`config.mk`:
```
export PLATFORM = sky130hd
export DESIGN_NAME = uart_auto_flow
export DESIGN_NICKNAME = d
export VERILOG_FILES = /design/src/verilog/flow_pkg.sv /design/src/verilog/flow_if.sv /design/src/verilog/uart_auto_flow.sv /design/src/verilog/rts_hysteresis.sv /design/src/verilog/stop_char_match.sv
export VERILOG_INCLUDE_DIRS = /design/src /design/src/verilog
export SDC_FILE = /design/constraint.sdc
export NUM_CORES = 1
export LEC_CHECK = 0
export BUFFER_PORTS_ARGS = -buffer_cell sky130_fd_sc_hd__buf_4
export CAP_MARGIN = 40
export CORE_ASPECT_RATIO = 1.75
export CORE_UTILIZATION = 54
export DETAILED_ROUTE_END_ITERATION = 8
export GPL_TIMING_DRIVEN = 0
export PLACE_DENSITY = 0.85
export SLEW_MARGIN = 20
export SYNTH_ARGS = -nofsm -noshare
export SYNTH_HDL_FRONTEND = slang
export SYNTH_SLANG_ARGS = --single-unit
```
`constraint.sdc`:
```
create_clock -name CLK -period 2.8 [get_ports CLK]
set_clock_uncertainty 0.2 [all_clocks]
set_input_delay 0.14 -clock CLK [delete_from_list [all_inputs] [get_ports CLK]]
set_output_delay 0.14 -clock CLK [all_outputs]
set_load 0.05 [all_outputs]
```
`src/verilog/flow_params.svh`:
```
`ifndef FLOW_PARAMS_SVH
`define FLOW_PARAMS_SVH

// ----------------------------------------------------------------
// Register byte offsets
// ----------------------------------------------------------------
`define FEAT_OFS 8'h00
`define IEN_OFS 8'h04
`define STAT_OFS 8'h08
`define FIFO_OFS 8'h0c
`define TRIG_OFS 8'h10
`define MODEM_OFS 8'h14
`define STOP_OFS 8'h18
`define LINE_OFS 8'h1c

// ----------------------------------------------------------------
// Field positions
// ----------------------------------------------------------------
`define FEAT_AUTO_CTS 7
`define FEAT_AUTO_RTS 6
`define FEAT_SPEC_DET 5
`define FEAT_ENH 4
`define STAT_TRIG 0
`define STAT_CTS 1
`define STAT_SPEC 4
`define MODEM_RTS 1

// ----------------------------------------------------------------
// Masks of the bits guarded by the enhanced-function bit
// ----------------------------------------------------------------
`define IEN_PROT 8'hf0
`define STAT_PROT 8'h30
`define FIFO_PROT 8'h30
`define MODEM_PROT 8'he0

// ----------------------------------------------------------------
// Reset values
// ----------------------------------------------------------------
`define BYTE_RST 8'h00
`define TRIG_RST 24'h082010
`define AHB_OKAY 1'b0

`endif

```
`src/verilog/flow_pkg.sv`:
```
package flow_pkg;
    typedef enum logic [1:0] {PH_IDLE, PH_WRITE, PH_READ} bus_phase_e;
    typedef logic [7:0] byte_t;
endpackage

```
`src/verilog/flow_if.sv`:
```
`timescale 1ns/100ps
interface flow_if;
    logic auto_rts_en;
    logic spec_en;
    logic sw_rts;
    flow_pkg::byte_t trig_lvl;
    flow_pkg::byte_t hi_lvl;
    flow_pkg::byte_t lo_lvl;
    flow_pkg::byte_t stop_char;
    logic trig_evt;
    logic match_evt;
    logic rts_n;

    modport ctrl (
        output auto_rts_en, spec_en, sw_rts, trig_lvl, hi_lvl, lo_lvl,
        output stop_char,
        input trig_evt, match_evt, rts_n
    );
    modport rts_unit (
        input auto_rts_en, sw_rts, trig_lvl, hi_lvl, lo_lvl,
        output trig_evt, rts_n
    );
    modport match_unit (
        input spec_en, stop_char,
        output match_evt
    );
endinterface

```
`src/verilog/uart_auto_flow.sv`:
```
`timescale 1ns/100ps
`include "flow_params.svh"
// Overview of operation
// - Auto CTS on: transmitter halts while CTS input high, resumes when low.
// - Auto RTS on: interrupt when receive level reaches programmed trigger.
// - Auto RTS on: RTS output goes high at the next higher level.
// - Auto RTS: RTS returns low once level drops below the lower level.
// - Auto RTS off: RTS output follows the software modem control bit.
// - Auto RTS, special detect and enhanced enable bits reset to zero.
// - Special detect: compare each character to stop char; still store it.
// - A match sets interrupt status bit 4.
// - Stop character bit 0 compares with received character LSB.
// - Guarded enable, status, FIFO, modem bits writable only when enhanced.
// - Clearing enhanced bit freezes guarded bits until it is set again.
// - Auto CTS enable resets to zero, so CTS gating starts disabled.
module uart_auto_flow (
    input wire logic CLK,
    input wire logic SRST,
    input wire logic HSEL,
    input wire logic [31:0] HADDR,
    input wire logic [1:0] HTRANS,
    input wire logic HWRITE,
    input wire logic [2:0] HSIZE,
    input wire logic [31:0] HWDATA,
    input wire logic HREADY,
    output logic [31:0] HRDATA,
    output logic HREADYOUT,
    output logic HRESP,
    input wire logic CTS_N,
    input wire logic [7:0] RX_LEVEL,
    input wire logic RX_VALID,
    input wire logic [7:0] RX_CHAR,
    output logic RTS_N,
    output logic TX_HALT,
    output logic RX_PUSH,
    output logic [7:0] RX_PUSH_DATA,
    output logic IRQ
);

    // ------------------------------------------------------------
    // Bus slave
    // ------------------------------------------------------------
    flow_pkg::bus_phase_e phase_r;
    flow_pkg::bus_phase_e phase_nxt;
    logic [7:0] wr_addr_r;
    logic [31:0] rdata_r;
    logic ready_r;
    logic resp_r;

    wire addr_take = HSEL & HREADY & HTRANS[1];
    wire [7:0] addr_lo = HADDR[7:0];

    assign phase_nxt = !addr_take ? flow_pkg::PH_IDLE :
                       HWRITE ? flow_pkg::PH_WRITE : flow_pkg::PH_READ;

    wire wr_en = (phase_r == flow_pkg::PH_WRITE);
    wire rd_take = addr_take & ~HWRITE;
    wire [7:0] wbyte = HWDATA[7:0];

    always_ff @(posedge CLK) begin
        if (SRST) begin
            phase_r <= flow_pkg::PH_IDLE;
            wr_addr_r <= `BYTE_RST;
            ready_r <= 1'b1;
            resp_r <= `AHB_OKAY;
        end else begin
            phase_r <= phase_nxt;
            wr_addr_r <= addr_take ? addr_lo : wr_addr_r;
            ready_r <= 1'b1;
            resp_r <= `AHB_OKAY;
        end
    end

    // ------------------------------------------------------------
    // Register file
    // ------------------------------------------------------------
    flow_pkg::byte_t feat_r;
    flow_pkg::byte_t ien_r;
    flow_pkg::byte_t stat_r;
    flow_pkg::byte_t fifo_r;
    flow_pkg::byte_t modem_r;
    flow_pkg::byte_t stop_r;
    logic [23:0] trig_r;

    wire sel_feat = wr_en & (wr_addr_r == `FEAT_OFS);
    wire sel_ien = wr_en & (wr_addr_r == `IEN_OFS);
    wire sel_stat = wr_en & (wr_addr_r == `STAT_OFS);
    wire sel_fifo = wr_en & (wr_addr_r == `FIFO_OFS);
    wire sel_trig = wr_en & (wr_addr_r == `TRIG_OFS);
    wire sel_modem = wr_en & (wr_addr_r == `MODEM_OFS);
    wire sel_stop = wr_en & (wr_addr_r == `STOP_OFS);

    wire enh = feat_r[`FEAT_ENH];

    // Guarded bits keep their latched value unless enhanced mode is on
    wire [7:0] ien_wr = (wbyte & ~`IEN_PROT) |
                        ((enh ? wbyte : ien_r) & `IEN_PROT);
    wire [7:0] fifo_wr = (wbyte & ~`FIFO_PROT) |
                         ((enh ? wbyte : fifo_r) & `FIFO_PROT);
    wire [7:0] modem_wr = (wbyte & ~`MODEM_PROT) |
                          ((enh ? wbyte : modem_r) & `MODEM_PROT);

    // Status clears are write-one; guarded bits clear only when enhanced
    wire [7:0] stat_clr = sel_stat ?
                          (wbyte & (enh ? 8'hff : ~`STAT_PROT)) : 8'h00;

    // ------------------------------------------------------------
    // Events and status
    // ------------------------------------------------------------
    flow_if ifc ();

    logic cts_d_r;
    logic halt_r;
    logic irq_r;
    logic [7:0] stat_evt;

    assign stat_evt[`STAT_TRIG] = ifc.trig_evt;
    assign stat_evt[`STAT_CTS] = feat_r[`FEAT_AUTO_CTS] & (CTS_N ^ cts_d_r);
    assign stat_evt[3:2] = 2'b00;
    assign stat_evt[`STAT_SPEC] = ifc.match_evt;
    assign stat_evt[7:5] = 3'b000;

    // A new event in the clearing cycle survives the clear
    wire [7:0] stat_nxt = (stat_r & ~stat_clr) | stat_evt;

    always_ff @(posedge CLK) begin
        if (SRST) begin
            feat_r <= `BYTE_RST;
            ien_r <= `BYTE_RST;
            stat_r <= `BYTE_RST;
            fifo_r <= `BYTE_RST;
            modem_r <= `BYTE_RST;
            stop_r <= `BYTE_RST;
            trig_r <= `TRIG_RST;
        end else begin
            feat_r <= sel_feat ? wbyte : feat_r;
            ien_r <= sel_ien ? ien_wr : ien_r;
            stat_r <= stat_nxt;
            fifo_r <= sel_fifo ? fifo_wr : fifo_r;
            modem_r <= sel_modem ? modem_wr : modem_r;
            stop_r <= sel_stop ? wbyte : stop_r;
            trig_r <= sel_trig ? HWDATA[23:0] : trig_r;
        end
    end

    // ------------------------------------------------------------
    // Transmit gating and interrupt
    // ------------------------------------------------------------
    // CTS is taken as synchronous; halt lags the pin by one cycle
    always_ff @(posedge CLK) begin
        if (SRST) begin
            cts_d_r <= 1'b1;
            halt_r <= 1'b0;
            irq_r <= 1'b0;
        end else begin
            cts_d_r <= CTS_N;
            halt_r <= feat_r[`FEAT_AUTO_CTS] & CTS_N;
            irq_r <= |(stat_r & ien_r);
        end
    end

    // ------------------------------------------------------------
    // Flow units
    // ------------------------------------------------------------
    assign ifc.auto_rts_en = feat_r[`FEAT_AUTO_RTS];
    assign ifc.spec_en = feat_r[`FEAT_SPEC_DET];
    assign ifc.sw_rts = modem_r[`MODEM_RTS];
    assign ifc.trig_lvl = trig_r[7:0];
    assign ifc.hi_lvl = trig_r[15:8];
    assign ifc.lo_lvl = trig_r[23:16];
    assign ifc.stop_char = stop_r;

    rts_hysteresis u_rts (
        .clk(CLK),
        .srst(SRST),
        .rx_level(RX_LEVEL),
        .link(ifc)
    );

    stop_char_match u_match (
        .clk(CLK),
        .srst(SRST),
        .rx_valid(RX_VALID),
        .rx_char(RX_CHAR),
        .push(RX_PUSH),
        .push_data(RX_PUSH_DATA),
        .link(ifc)
    );

    // ------------------------------------------------------------
    // Read path
    // ------------------------------------------------------------
    wire [7:0] line_bits = {5'h00, halt_r, ifc.rts_n, CTS_N};
    wire [31:0] rd_word =
        (addr_lo == `FEAT_OFS) ? {24'h000000, feat_r} :
        (addr_lo == `IEN_OFS) ? {24'h000000, ien_r} :
        (addr_lo == `STAT_OFS) ? {24'h000000, stat_r} :
        (addr_lo == `FIFO_OFS) ? {24'h000000, fifo_r} :
        (addr_lo == `TRIG_OFS) ? {8'h00, trig_r} :
        (addr_lo == `MODEM_OFS) ? {24'h000000, modem_r} :
        (addr_lo == `STOP_OFS) ? {24'h000000, stop_r} :
        (addr_lo == `LINE_OFS) ? {16'h0000, RX_LEVEL, line_bits} :
        32'h00000000;

    always_ff @(posedge CLK) begin
        if (SRST) begin
            rdata_r <= 32'h00000000;
        end else begin
            rdata_r <= rd_take ? rd_word : rdata_r;
        end
    end

    assign HRDATA = rdata_r;
    assign HREADYOUT = ready_r;
    assign HRESP = resp_r;
    assign RTS_N = ifc.rts_n;
    assign TX_HALT = halt_r;
    assign IRQ = irq_r;
endmodule

```
`src/verilog/rts_hysteresis.sv`:
```
`timescale 1ns/100ps
`include "flow_params.svh"
module rts_hysteresis (
    input wire logic clk,
    input wire logic srst,
    input wire logic [7:0] rx_level,
    flow_if.rts_unit link
);
    logic stop_r;
    logic reached_r;
    logic trig_r;
    logic rts_n_r;

    wire reached = rx_level >= link.trig_lvl;
    wire go_stop = rx_level >= link.hi_lvl;
    wire go_run = rx_level < link.lo_lvl;
    // Between the two levels the last decision holds
    wire stop_nxt = !link.auto_rts_en ? 1'b0 :
                    go_stop ? 1'b1 :
                    go_run ? 1'b0 : stop_r;
    // Pin is active low: high asks the far end to stop
    wire rts_nxt = link.auto_rts_en ? stop_nxt : ~link.sw_rts;

    always_ff @(posedge clk) begin
        if (srst) begin
            stop_r <= 1'b0;
            reached_r <= 1'b0;
            trig_r <= 1'b0;
            rts_n_r <= 1'b1;
        end else begin
            stop_r <= stop_nxt;
            reached_r <= reached;
            trig_r <= link.auto_rts_en & reached & ~reached_r;
            rts_n_r <= rts_nxt;
        end
    end

    assign link.trig_evt = trig_r;
    assign link.rts_n = rts_n_r;
endmodule

```
`src/verilog/stop_char_match.sv`:
```
`timescale 1ns/100ps
`include "flow_params.svh"
module stop_char_match (
    input wire logic clk,
    input wire logic srst,
    input wire logic rx_valid,
    input wire logic [7:0] rx_char,
    output logic push,
    output logic [7:0] push_data,
    flow_if.match_unit link
);
    logic [7:0] bit_eq;
    logic push_r;
    logic match_r;
    flow_pkg::byte_t data_r;

    // Bit 0 of the stop character meets the first-received LSB
    genvar i;
    generate
        for (i = 0; i < 8; i = i + 1) begin : g_bit
            assign bit_eq[i] = ~(rx_char[i] ^ link.stop_char[i]);
        end
    endgenerate

    wire hit = rx_valid & link.spec_en & (&bit_eq);

    always_ff @(posedge clk) begin
        if (srst) begin
            push_r <= 1'b0;
            match_r <= 1'b0;
            data_r <= `BYTE_RST;
        end else begin
            push_r <= rx_valid;
            match_r <= hit;
            data_r <= rx_valid ? rx_char : data_r;
        end
    end

    assign push = push_r;
    assign push_data = data_r;
    assign link.match_evt = match_r;
endmodule

```
# After elaboration in Yosys (flattened, before gate mapping)
# Cells that the tools add are included.
# word_totals
reg_bits	131
output_inout_bits	46
word_cells	105
# op_classes
n_lt_le_gt_ge	3
n_eq_ne	14
muxes	18
n_bitwise	45
reduce_logical	5
# ops
cell	n
$mux 24	5
$eq 8x5->1 const B	7
$mux 16	3
$eq 8x4->1 const B	4
$and 8x8->8	3
$mux 8	3
$and 1x1->1	16
$eq 8x3->1 const B	2
$ge 8x8->1	2
$logic_not 8->1	2
$mux 6	2
$not 1->1	12
$xor 1x1->1	9
$lt 8x8->1	1
$not 8->8	1
$or 4x8->8	1
$or 5x8->8	1
$or 8x5->8	1
$or 8x6->8	1
$reduce_and 8->1	1
$reduce_or 8->1	1
$mux 1	4
$eq 2x1->1 const B	1
$mux 2	1
$reduce_or 2->1	1

# Logic depth before layout (Yosys ltp)
# Gate-level depths: netlist (run 1).
# depth
word_depth	9
mapped_depth	8
ltp_nobuf	8

# Modules after synthesis
# A second synthesis (run 1) with hierarchy kept.
# hier_totals
hier_cells	651
hier_area_um2	5918.2
# by_module_without_submodules
mod	instances	cells_per_inst	area_per_inst_um2	seq_area_each_um2
uart_auto_flow	1	526	4799.6	2182.1
rts_hysteresis	1	84	674.4	80.1
stop_char_match	1	41	444.2	200.2

# Worst setup path before layout (run 1)
# OpenSTA, ideal clock, no wires.
# synth_timing
kind	register to register
startpoint	register trig_r[10]
endpoint	register u_rts.rts_n_r (netlist: u_rts.link.rts_n)
arrival_ps	1677
t_required_ps	2483
setup_slack_ps	806
path_stages_with_launch	9
path_cell_list	dfxtp_1 inv_1 ha_1 a21o_1 a31oi_1 o21ai_1 a2111oi_0 o22ai_1 o22a_1
# synth_between
elab_chain_cells	4
# synth_rtl
element	line	text
start: declaration	uart_auto_flow.sv:83	logic [23:0] trig_r;
start signal: assignment	uart_auto_flow.sv:134	trig_r <= `TRIG_RST;
start signal: assignment	uart_auto_flow.sv:142	trig_r <= sel_trig ? HWDATA[23:0] : trig_r;
$ge 8x8->1	rts_hysteresis.sv:15	wire go_stop = rx_level >= link.hi_lvl;
$mux 1	rts_hysteresis.sv:19	go_stop ? 1'b1 :
$mux 1	rts_hysteresis.sv:18	wire stop_nxt = !link.auto_rts_en ? 1'b0 :
$mux 1	rts_hysteresis.sv:22	wire rts_nxt = link.auto_rts_en ? stop_nxt : ~link.sw_rts;
end signal: assignment	rts_hysteresis.sv:34	rts_n_r <= rts_nxt;
end: declaration	rts_hysteresis.sv:12	logic rts_n_r;
# Every way passes these cells.
# A chain may end at the register's enable or synchronous reset.

# Worst setup path in the final report (run 1)
# layout_timing
startpoint	input port RX_LEVEL[0]
endpoint	register u_rts.trig_r (netlist: u_rts.link.trig_evt)
# layout_between
elab_chain_cells	3
# layout_rtl
element	line	text
start: declaration	uart_auto_flow.sv:30	input wire logic [7:0] RX_LEVEL,
$ge 8x8->1	rts_hysteresis.sv:14	wire reached = rx_level >= link.trig_lvl;
$and 1x1->1 (2 in a row)	rts_hysteresis.sv:33	trig_r <= link.auto_rts_en & reached & ~reached_r;
end signal: assignment	rts_hysteresis.sv:33	
end: declaration	rts_hysteresis.sv:11	logic trig_r;
# Every way passes these cells.

==> results of run 1 <==
## worst max path at each step
stage                                                 to  slack, ps
after detailed placement  u_rts.link.trig_evt$_SDFF_PP0_        430
after CTS                 u_rts.link.trig_evt$_SDFF_PP0_        310
after global placement        u_rts.reached_r$_SDFF_PP0_        590
after floorplan              u_rts.link.rts_n$_SDFF_PP1_        810
after global routing      u_rts.link.trig_evt$_SDFF_PP0_        190
final                     u_rts.link.trig_evt$_SDFF_PP0_        230
## routing by layer
metal	track usage, %	part of all wire (%)
met5	0	0
met4	24.62	6.3
met3	6.908	6.1
met2	65.14	53
met1	36.90	35
## layout by cell type, fill, tap and decap left out, drive strengths merged, types with 4 or more instances in the layout
cell type	instances
dfxtp	123
buf	113
nor2	94
mux2i	61
nand2	60
a21oi	58
dlygate4sd3	47
clkbuf	40
inv	34
ha	23
a22oi	22
nand3	20
nand2b	14
o21ai	14
conb	10
xnor2	8
nor3	7
nor2b	6
clkinv	6
a221oi	5
nand4	5
and2	4
o22ai	4
a21o	4
clkinvlp	4
nor4	4
## report_power, final
group,switching (mW),internal [mW]
Sequential,0.0107,1.77
Clock,0.858,1.27
Combinational,0.258,0.175
## worst register-to-register path: stages, from the launching register on
cell,delay (ps)
dfxtp_1,380
ha_1,260
nand2b_1,140
a21o_1,180
a21oi_1,200
o21ai_0,120
a2111oi_0,690
nor4_1,130
## cell families (layout without fill, tap and decap cells)
| kind of cell | after synthesis | after routing | synth area share [%] |
|---|---|---|---|
| DFF | 123 | 123 | 42.63 |
| xor gates and xnor gates | 9 | 9 | 1.365 |
| AOI/OAI and AO/OA | 131 | 131 | 14.32 |
| and+or+nand+nor | 230 | 230 | 19.10 |
| other | 2 | 10 | 0.1300 |
| muxes | 64 | 64 | 11.15 |
| buffers and inverters | 78 | 245 | 6.325 |
| adders and majority gates | 23 | 23 | 4.982 |
## cell type report
class,instances,area [um2],area share [%]
Clock buffer,19,452.9,5.906
Sequential cell,123,2462,32.11
Tap cell,127,158.9,2.072
Multi-Input combinational cell,467,2979,38.85
Inverter,32,120.1,1.566
Clock inverter,13,118.9,1.550
Timing Repair Buffer,135,1131,14.75
Buffer,46,245.2,3.198
## stage by stage
stage	setup slack, ps	std cells	power (mW)
2_1_floorplan	805.8	668	2.019
3_3_place_gp	594.1	883	2.171
3_5_place_dp	431.1	883	2.181
4_1_cts	307.3	962	4.327
5_1_grt	193.2	962	4.443
6_report	228.3	962	4.340
## state kept, by name, indices dropped and copies added, names as in the netlist, 2 cells and up, named ones only
register	cells
HRDATA	24
feat_r	8
fifo_r	6
ien_r	4
ifc.stop_char	8
modem_r	5
phase_r	2
stat_r	8
trig_r	24
u_match.push_data	8
wr_addr_r	8
==> flow_summary.yaml, run 1 <==
status:
  status: "finished with violations"
  violations: "DRC"
critical_path:
  crit_arrival_ps: 2630
  slowest_stage: "a2111oi_0"
  reg2reg_from: "trig_r[0]$_SDFFE_PP0P_"
  crit_buf_inv: 3
  r2r_end: "u_rts.link.trig_evt$_SDFF_PP0_"
  max_stage_delay_ps: 690
  cp_num_cells: 10
  worstSetupPathType: "primary input to register"
  end_kind: "register"
  critPathRequiredTime_ps: 2860
  cp_top_family: "compound AO/OA/AOI/OAI gates"
  reg2reg_depth: 7
  crit_chain: "dlygate4sd3_1 -> buf_4 -> inv_1 -> ha_1 -> nand2b_1 -> a21o_1 -> a21oi_1 -> o21ai_0 -> a2111oi_0 -> nor4_1"
  r2r_slack_ps: 340
  critPathLaunch: "RX_LEVEL[0]"
  cp_max_fo: 3
  cp-start-kind: "primary input"
hold_path:
  hold_end: "phase_r[0]$_SDFF_PP0_"
  hold_path_class: "primary input to register"
  worstHoldStart: "HTRANS[1]"
  min_path_cells: 3
clocking:
  htreeDepth: 4
  cts_made_buffers: 17
  path_clk_slew_ps: 60
  postCtsSetupRepairBufs: 0
  ctsHoldBuffers: 47
  insertion_delay_ps: 410
  clk_path_buf_depth: 2
  tritoncts: "built"
  clock_sinks: 123
  root_buffer: "clkbuf_16"
  post_cts_resized: 0
synthesis:
  yosys.area.top_type_share_pct: 42.63
  synth-seq-cells: 123
  postSynthCellCount: 660
  yosysSeqAreaShare_pct: 42.63
  ys_warn_count: 0
  synth_top_flop_cell: "dfxtp_1"
  avgSynthCellArea_um2: 8.753
  synth_edf_count: 0
  synthTopCellsByArea: "dfxtp_1 (43%), mux2i_1 (11%), nor2_1 (6.0%)"
  yosys.area.top_type: "dfxtp_1"
  synth_area_um2: 5777
  synth.cells.most_frequent: "dfxtp_1 (123), nor2_1 (92), mux2i_1 (61), nand2_1 (60), a21oi_1 (58)"
  ys_async_sr_fraction_pct: 0
  synth_cell_type_count: 58
  yosysMostFrequentCell: "dfxtp_1"
final_layout:
  utilization_pct: 74.01
  finish.net_count: 937
  drive_above_1_share_pct: 18.68
  finalInstanceArea_um2: 7669
  antennaDiodeCount: 0
  nFillCells: 732
  area_growth_pct: 32.75
timing:
  finalHoldViolCount: 0
  relSlewSlack_pct: 41.69
  finalSetupViolCount: 0
  fin_crit_sh_pct: 91.85
  max_freq_ghz: 0.3888
  rsz0062_at_grt: "false"
  worstMarginPinSlew_ps: 874.6
  whs_ps: 46.09
  fin_tns_setup_ps: 0
  slew_violations: 0
  min_period_ps: 2572
routing:
  viasPerCell: 5.904
  drtAntennaViolNets: 0
  route.detailed.drc: 2
  drt_iter0_drc: 362
  route.vias.total: 5680
  wl_mm: 19.60
  drt_first_pass_iters: 8
  wl_per_cell_um: 20.37
pwr:
  irDropWorstVdd_mv: 0.5320
  power_leakage_nw: 3.350
  power_density_nw_per_um2: 566.0
placed_design:
  port_buffers: 88
  placed_cell_area_um2: 6626
  gp_congestion: 0.9115
  dp_hpwl_mm: 13.47
die:
  die_h_um: 138.8
  rows: 49
  initial_utilization_pct: 55.75
  core_area_um2: 10360
  chipWidth_um: 80.19
  ios: 138
  die-area_um2: 11130
grt:
  antenna_found_initial: 0
  grt_first_pass_wirelength_mm: 29.99
  grt_pass1_vias: 5744
  grt_max_degree: 17
  grt_overflow: 0
  track_usage_pct: 36.41
run:
  cap_violations: 0
Power figures use the tool's default switching activity.
==> run 2, diff against run 1 <==
==> constraint.sdc (replaced) <==
create_clock -name CLK -period 2.8 [get_ports CLK]
set_clock_uncertainty 0.2 [all_clocks]
set_input_delay 0.42 -clock CLK [delete_from_list [all_inputs] [get_ports CLK]]
set_output_delay 0.42 -clock CLK [all_outputs]
set_load 0.05 [all_outputs]
==> run 2 against run 1 <==
  * Critical path type is now register to register
  * Largest cell class unchanged
  * Worst setup slack improved by 110 ps
  * Utilization decreased by 4.5 points
  * Global-route usage decreased by 2.7 points
  * Clock-buffer cell count unchanged
  * Critical path depth decreased by 3
  * The run now ends clean
  * Clock power about the same
==> flow_summary.yaml, run 2 (synthesized netlist as in run 1, its figures left out) <==
routing:
  drtAntennaViolNets: 0
  route.detailed.drc: 0
  wl_per_cell_um: 19.92
  drt_first_pass_iters: 6
  route.vias.total: 5353
  wl_mm: 18.23
  drt_iter0_drc: 377
  viasPerCell: 5.850
die:
  die_h_um: 138.8
  core_area_um2: 10360
  die-area_um2: 11130
  initial_utilization_pct: 55.75
  rows: 49
  chipWidth_um: 80.19
  ios: 138
grt:
  track_usage_pct: 33.73
  grt_first_pass_wirelength_mm: 27.63
  grt_max_degree: 17
  antenna_found_initial: 0
  grt_pass1_vias: 5333
  grt_overflow: 0
critical_path:
  end_kind: "register"
  worstSetupPathType: "register to register"
  crit_arrival_ps: 2520
  r2r_slack_ps: 340
  r2r_end: "u_rts.link.trig_evt$_SDFF_PP0_"
  reg2reg_from: "trig_r[0]$_SDFFE_PP0P_"
  critPathRequiredTime_ps: 2860
  reg2reg_depth: 7
  cp-start-kind: "register"
  cp_max_fo: 3
timing:
  relSlewSlack_pct: 42.01
  fin_crit_sh_pct: 87.78
  worstMarginPinSlew_ps: 869.9
  finalSetupViolCount: 0
  fin_tns_setup_ps: 0
  rsz0062_at_grt: "false"
  slew_violations: 0
  min_period_ps: 2458
  final.setup.worst_slack_ps: 342.2
  finalHoldViolCount: 0
  max_freq_ghz: 0.4069
pwr:
  finalPower_mw: 4.270
  power_density_nw_per_um2: 593.2
  power_leakage_nw: 3.154
  irDropWorstVdd_mv: 0.5381
clocking:
  root_buffer: "clkbuf_16"
  path_clk_slew_ps: 60
  clock_sinks: 123
  htreeDepth: 4
  insertion_delay_ps: 410
  ctsHoldBuffers: 0
  post_cts_resized: 0
  clk_path_buf_depth: 2
  postCtsSetupRepairBufs: 0
  tritoncts: "built"
  cts_made_buffers: 17
final_layout:
  finish.net_count: 890
  layout_common_cells: "dfxtp_1 (123), buf_4 (103), nor2_1 (92)"
  finalInstanceArea_um2: 7198
  area_growth_pct: 24.60
  antennaDiodeCount: 0
  drive_above_1_share_pct: 19.80
  final_common_cell: "dfxtp_1"
status:
  status: "completed"
run:
  cap_violations: 0
hold_path:
  min_path_cells: 3
  hold_path_class: "primary input to register"
  worstHoldStart: "HWDATA[12]"
  hold_end: "trig_r[12]$_SDFFE_PP0P_"
placed_design:
  port_buffers: 88
  dp_hpwl_mm: 13.47
  gp_congestion: 0.9115
  dp_slack_ps: 168.2
  placed_cell_area_um2: 6626
-- run 2: critical path, cell delays in order (launching register included) --
cell and delay [ps]:
dfxtp_1 380, ha_1 250, nand2b_1 140, a21o_1 180, a21oi_1 200, o21ai_0 120, a2111oi_0 710, nor4_1 130
-- run 2: metal layers --
layer	global-route usage, %	vias to the layer above	part of all wire [%]	wire length [um]
met5	0	-	0	0
met4	20.49	0	5.8	1063
met3	7.961	77	6.7	1215
met2	61.13	262	53	9701
met1	33.50	2511	34	6249
li1	-	2503	-	-
-- run 2: worst max path at each step --
| stage | start | to | slack [ps] | cells past startpoint |
|---|---|---|---|---|
| CTS | trig_r[0]$_SDFFE_PP0P_ | u_rts.link.trig_evt$_SDFF_PP0_ | 390 | 7 |
| global placement | RX_LEVEL[0] | u_rts.reached_r$_SDFF_PP0_ | 310 | 9 |
| detailed placement | RX_LEVEL[0] | u_rts.link.trig_evt$_SDFF_PP0_ | 170 | 9 |
| finish | trig_r[0]$_SDFFE_PP0P_ | u_rts.link.trig_evt$_SDFF_PP0_ | 340 | 7 |
| global route | trig_r[0]$_SDFFE_PP0P_ | u_rts.link.trig_evt$_SDFF_PP0_ | 300 | 7 |
| floorplan | RX_LEVEL[0] | u_rts.link.rts_n$_SDFF_PP1_ | 720 | 8 |
-- run 2: stage by stage --
stage	instances	hold slack [ps]	utilization, %
6_report	915	31.74	69.47
2_1_floorplan	668	175.2	-
3_5_place_dp	883	217.3	63.95
3_3_place_gp	883	181.0	63.95
4_1_cts	915	27.02	69.47
5_1_grt	915	43.48	69.47
-- run 2: power breakdown --
part	switching (mW)	internal [mW]	total, mW
Clock	0.849	1.27	2.12
Combinational	0.241	0.132	0.373
Sequential	0.0102	1.77	1.78
Total	1.10	3.17	4.27
-- run 2: area by class of cell --
type	instances	area [um2]
buffer	46	245.2
clock buffer	19	452.9
clock inverter	13	118.9
fill	827	3163
inverter	32	120.1
multi-input combinational	467	2979
sequential	123	2462
tap	127	158.9
timing repair buffer	88	660.6
==> run 3, diff against run 2 <==
--- a/config.mk
+++ b/config.mk
@@ -12,6 +12,7 @@
 export CORE_UTILIZATION = 54
 export DETAILED_ROUTE_END_ITERATION = 8
 export GPL_TIMING_DRIVEN = 0
+export HOLD_SLACK_MARGIN = 0.05
 export PLACE_DENSITY = 0.85
 export SLEW_MARGIN = 20
 export SYNTH_ARGS = -nofsm -noshare
==> run 3 against run 2 <==
  * Sequential share of layout area down 0.52 points
  * Maximum frequency up 0.81%
  * Worst setup slack better by 20 ps
  * Sequential cell count unchanged
  * Via count up 2.6%
  * Clock power about the same
  * Utilization up 1.1 points
  * Combinational power up 4%
  * Global-route usage up 0.57 points
  * Critical endpoint unchanged
  * Largest cell class unchanged
==> flow_summary.yaml, run 3 (synthesized netlist as in run 1, its figures left out) <==
status:
  status: "completed"
die:
  die-area_um2: 11130
  die_h_um: 138.8
  rows: 49
  initial_utilization_pct: 55.75
  ios: 138
  chipWidth_um: 80.19
  core_area_um2: 10360
placed_design:
  port_buffers: 88
  gp_congestion: 0.9115
  placed_cell_area_um2: 6626
  dp_hpwl_mm: 13.47
  dp_slack_ps: 168.2
timing:
  fin_crit_sh_pct: 87.07
  max_freq_ghz: 0.4102
  min_period_ps: 2438
  finalSetupViolCount: 0
  worstMarginPinSlew_ps: 890.5
  relSlewSlack_pct: 40.64
  rsz0062_at_grt: "false"
  slew_violations: 0
  whs_ps: 56.41
  fin_tns_setup_ps: 0
  finalHoldViolCount: 0
  final.setup.worst_slack_ps: 362.0
pwr:
  internal_power_mw: 3.180
  netSwitchingFraction_pct: 25.89
  power_density_nw_per_um2: 587.2
  clkPwrFrac_pct: 49.6
  pwr-share-comb_pct: 9.0
  p_seq_share_pct: 41.4
  irDropWorstVdd_mv: 0.5443
  power_leakage_nw: 3.200
  p_switching_mw: 1.111
  finalPower_mw: 4.292
routing:
  drt_first_pass_iters: 7
  viasPerCell: 5.933
  wl_mm: 18.58
  route.vias.total: 5494
  drt_iter0_drc: 385
  route.detailed.drc: 0
  wl_per_cell_um: 20.06
  drtAntennaViolNets: 0
clocking:
  post_cts_resized: 0
  root_buffer: "clkbuf_16"
  clock_sinks: 123
  htreeDepth: 4
  clk_path_buf_depth: 2
  cts_made_buffers: 17
  insertion_delay_ps: 420
  path_clk_slew_ps: 60
  tritoncts: "built"
final_layout:
  finalInstanceArea_um2: 7308
  antennaDiodeCount: 0
  layout_common_cells: "dfxtp_1 (123), buf_4 (103), nor2_1 (92)"
  area_growth_pct: 26.51
  finish.net_count: 901
  final_common_cell: "dfxtp_1"
  drive_above_1_share_pct: 19.52
grt:
  grt_overflow: 0
  grt_pass1_vias: 5469
  grt_first_pass_wirelength_mm: 28.17
  grt_max_degree: 17
  track_usage_pct: 34.30
  antenna_found_initial: 0
critical_path:
  critPathRequiredTime_ps: 2860
  max_stage_delay_ps: 690
  cp-start-kind: "register"
  crit_arrival_ps: 2500
  end_kind: "register"
  worstSetupPathType: "register to register"
  slowest_stage: "a2111oi_0"
  cp_max_fo: 3
  crit_chain: "ha_1 -> nand2b_1 -> a21o_1 -> a21oi_1 -> o21ai_0 -> a2111oi_0 -> nor4_1"
run:
  cap_violations: 0
hold_path:
  hold_path_class: "primary input to register"
-- run 3: power groups by stage --
stage          combinational (mW)  clock [mW]  sequential [mW]
2_1_floorplan               0.173           0             1.85
3_3_place_gp                0.356           0             1.81
3_5_place_dp                0.365           0             1.82
4_1_cts                     0.380        2.13             1.78
5_1_grt                     0.408        2.20             1.78
6_report                    0.387        2.13             1.78
-- run 3: layout make-up --
class,count,area (um2)
inverters,32,120.1
repair buffers,99,770.7
flip-flops and latches,123,2462
multi-input cells,467,2979
clock inverters,13,118.9
clock buffers,19,452.9
well taps,127,158.9
fillers,801,3053
plain buffers,46,245.2
-- run 3: worst max-delay path, delay by kind of cell (launching register included) --
family	cells	cell delay (ps)
AOI/OAI and AO/OA	4	1190
DFF	1	380
and+or+nand+nor	2	270
adders and majority gates	1	250
-- run 3: routing by layer --
layer / up-vias / global-route usage, % / share of wire [%]
met3: 85 / 7.632 / 6.7
met1: 2574 / 34.04 / 35
met4: 0 / 21.90 / 6.2
met2: 311 / 61.99 / 53
met5: - / 0 / 0
li1: 2524 / - / -
-- run 3: stage by stage --
step | instances | utilization [%]
4_1_cts | 926 | 70.54
6_report | 926 | 70.54
5_1_grt | 926 | 70.54
2_1_floorplan | 668 | -
3_3_place_gp | 883 | 63.95
3_5_place_dp | 883 | 63.95
-- run 3: worst paths after layout --
kind	slack (ps)	from	cells past startpoint	endpoint
hold / removal	60	HWDATA[23]	3	trig_r[23]$_SDFFE_PP0P_
hold reg to reg	230	u_rts.reached_r$_SDFF_PP0_	1	u_rts.link.trig_evt$_SDFF_PP0_
setup reg to reg	360	trig_r[0]$_SDFFE_PP0P_	7	u_rts.link.trig_evt$_SDFF_PP0_
setup / recovery	360	trig_r[0]$_SDFFE_PP0P_	7	u_rts.link.trig_evt$_SDFF_PP0_
-- run 3: what timing repair did --
action                                  in CTS  in global routing
hold buffers                                11                  0
setup buffers                                0                  0
endpoints found under the setup margin       0                  0
endpoints found under the hold margin       11                  0
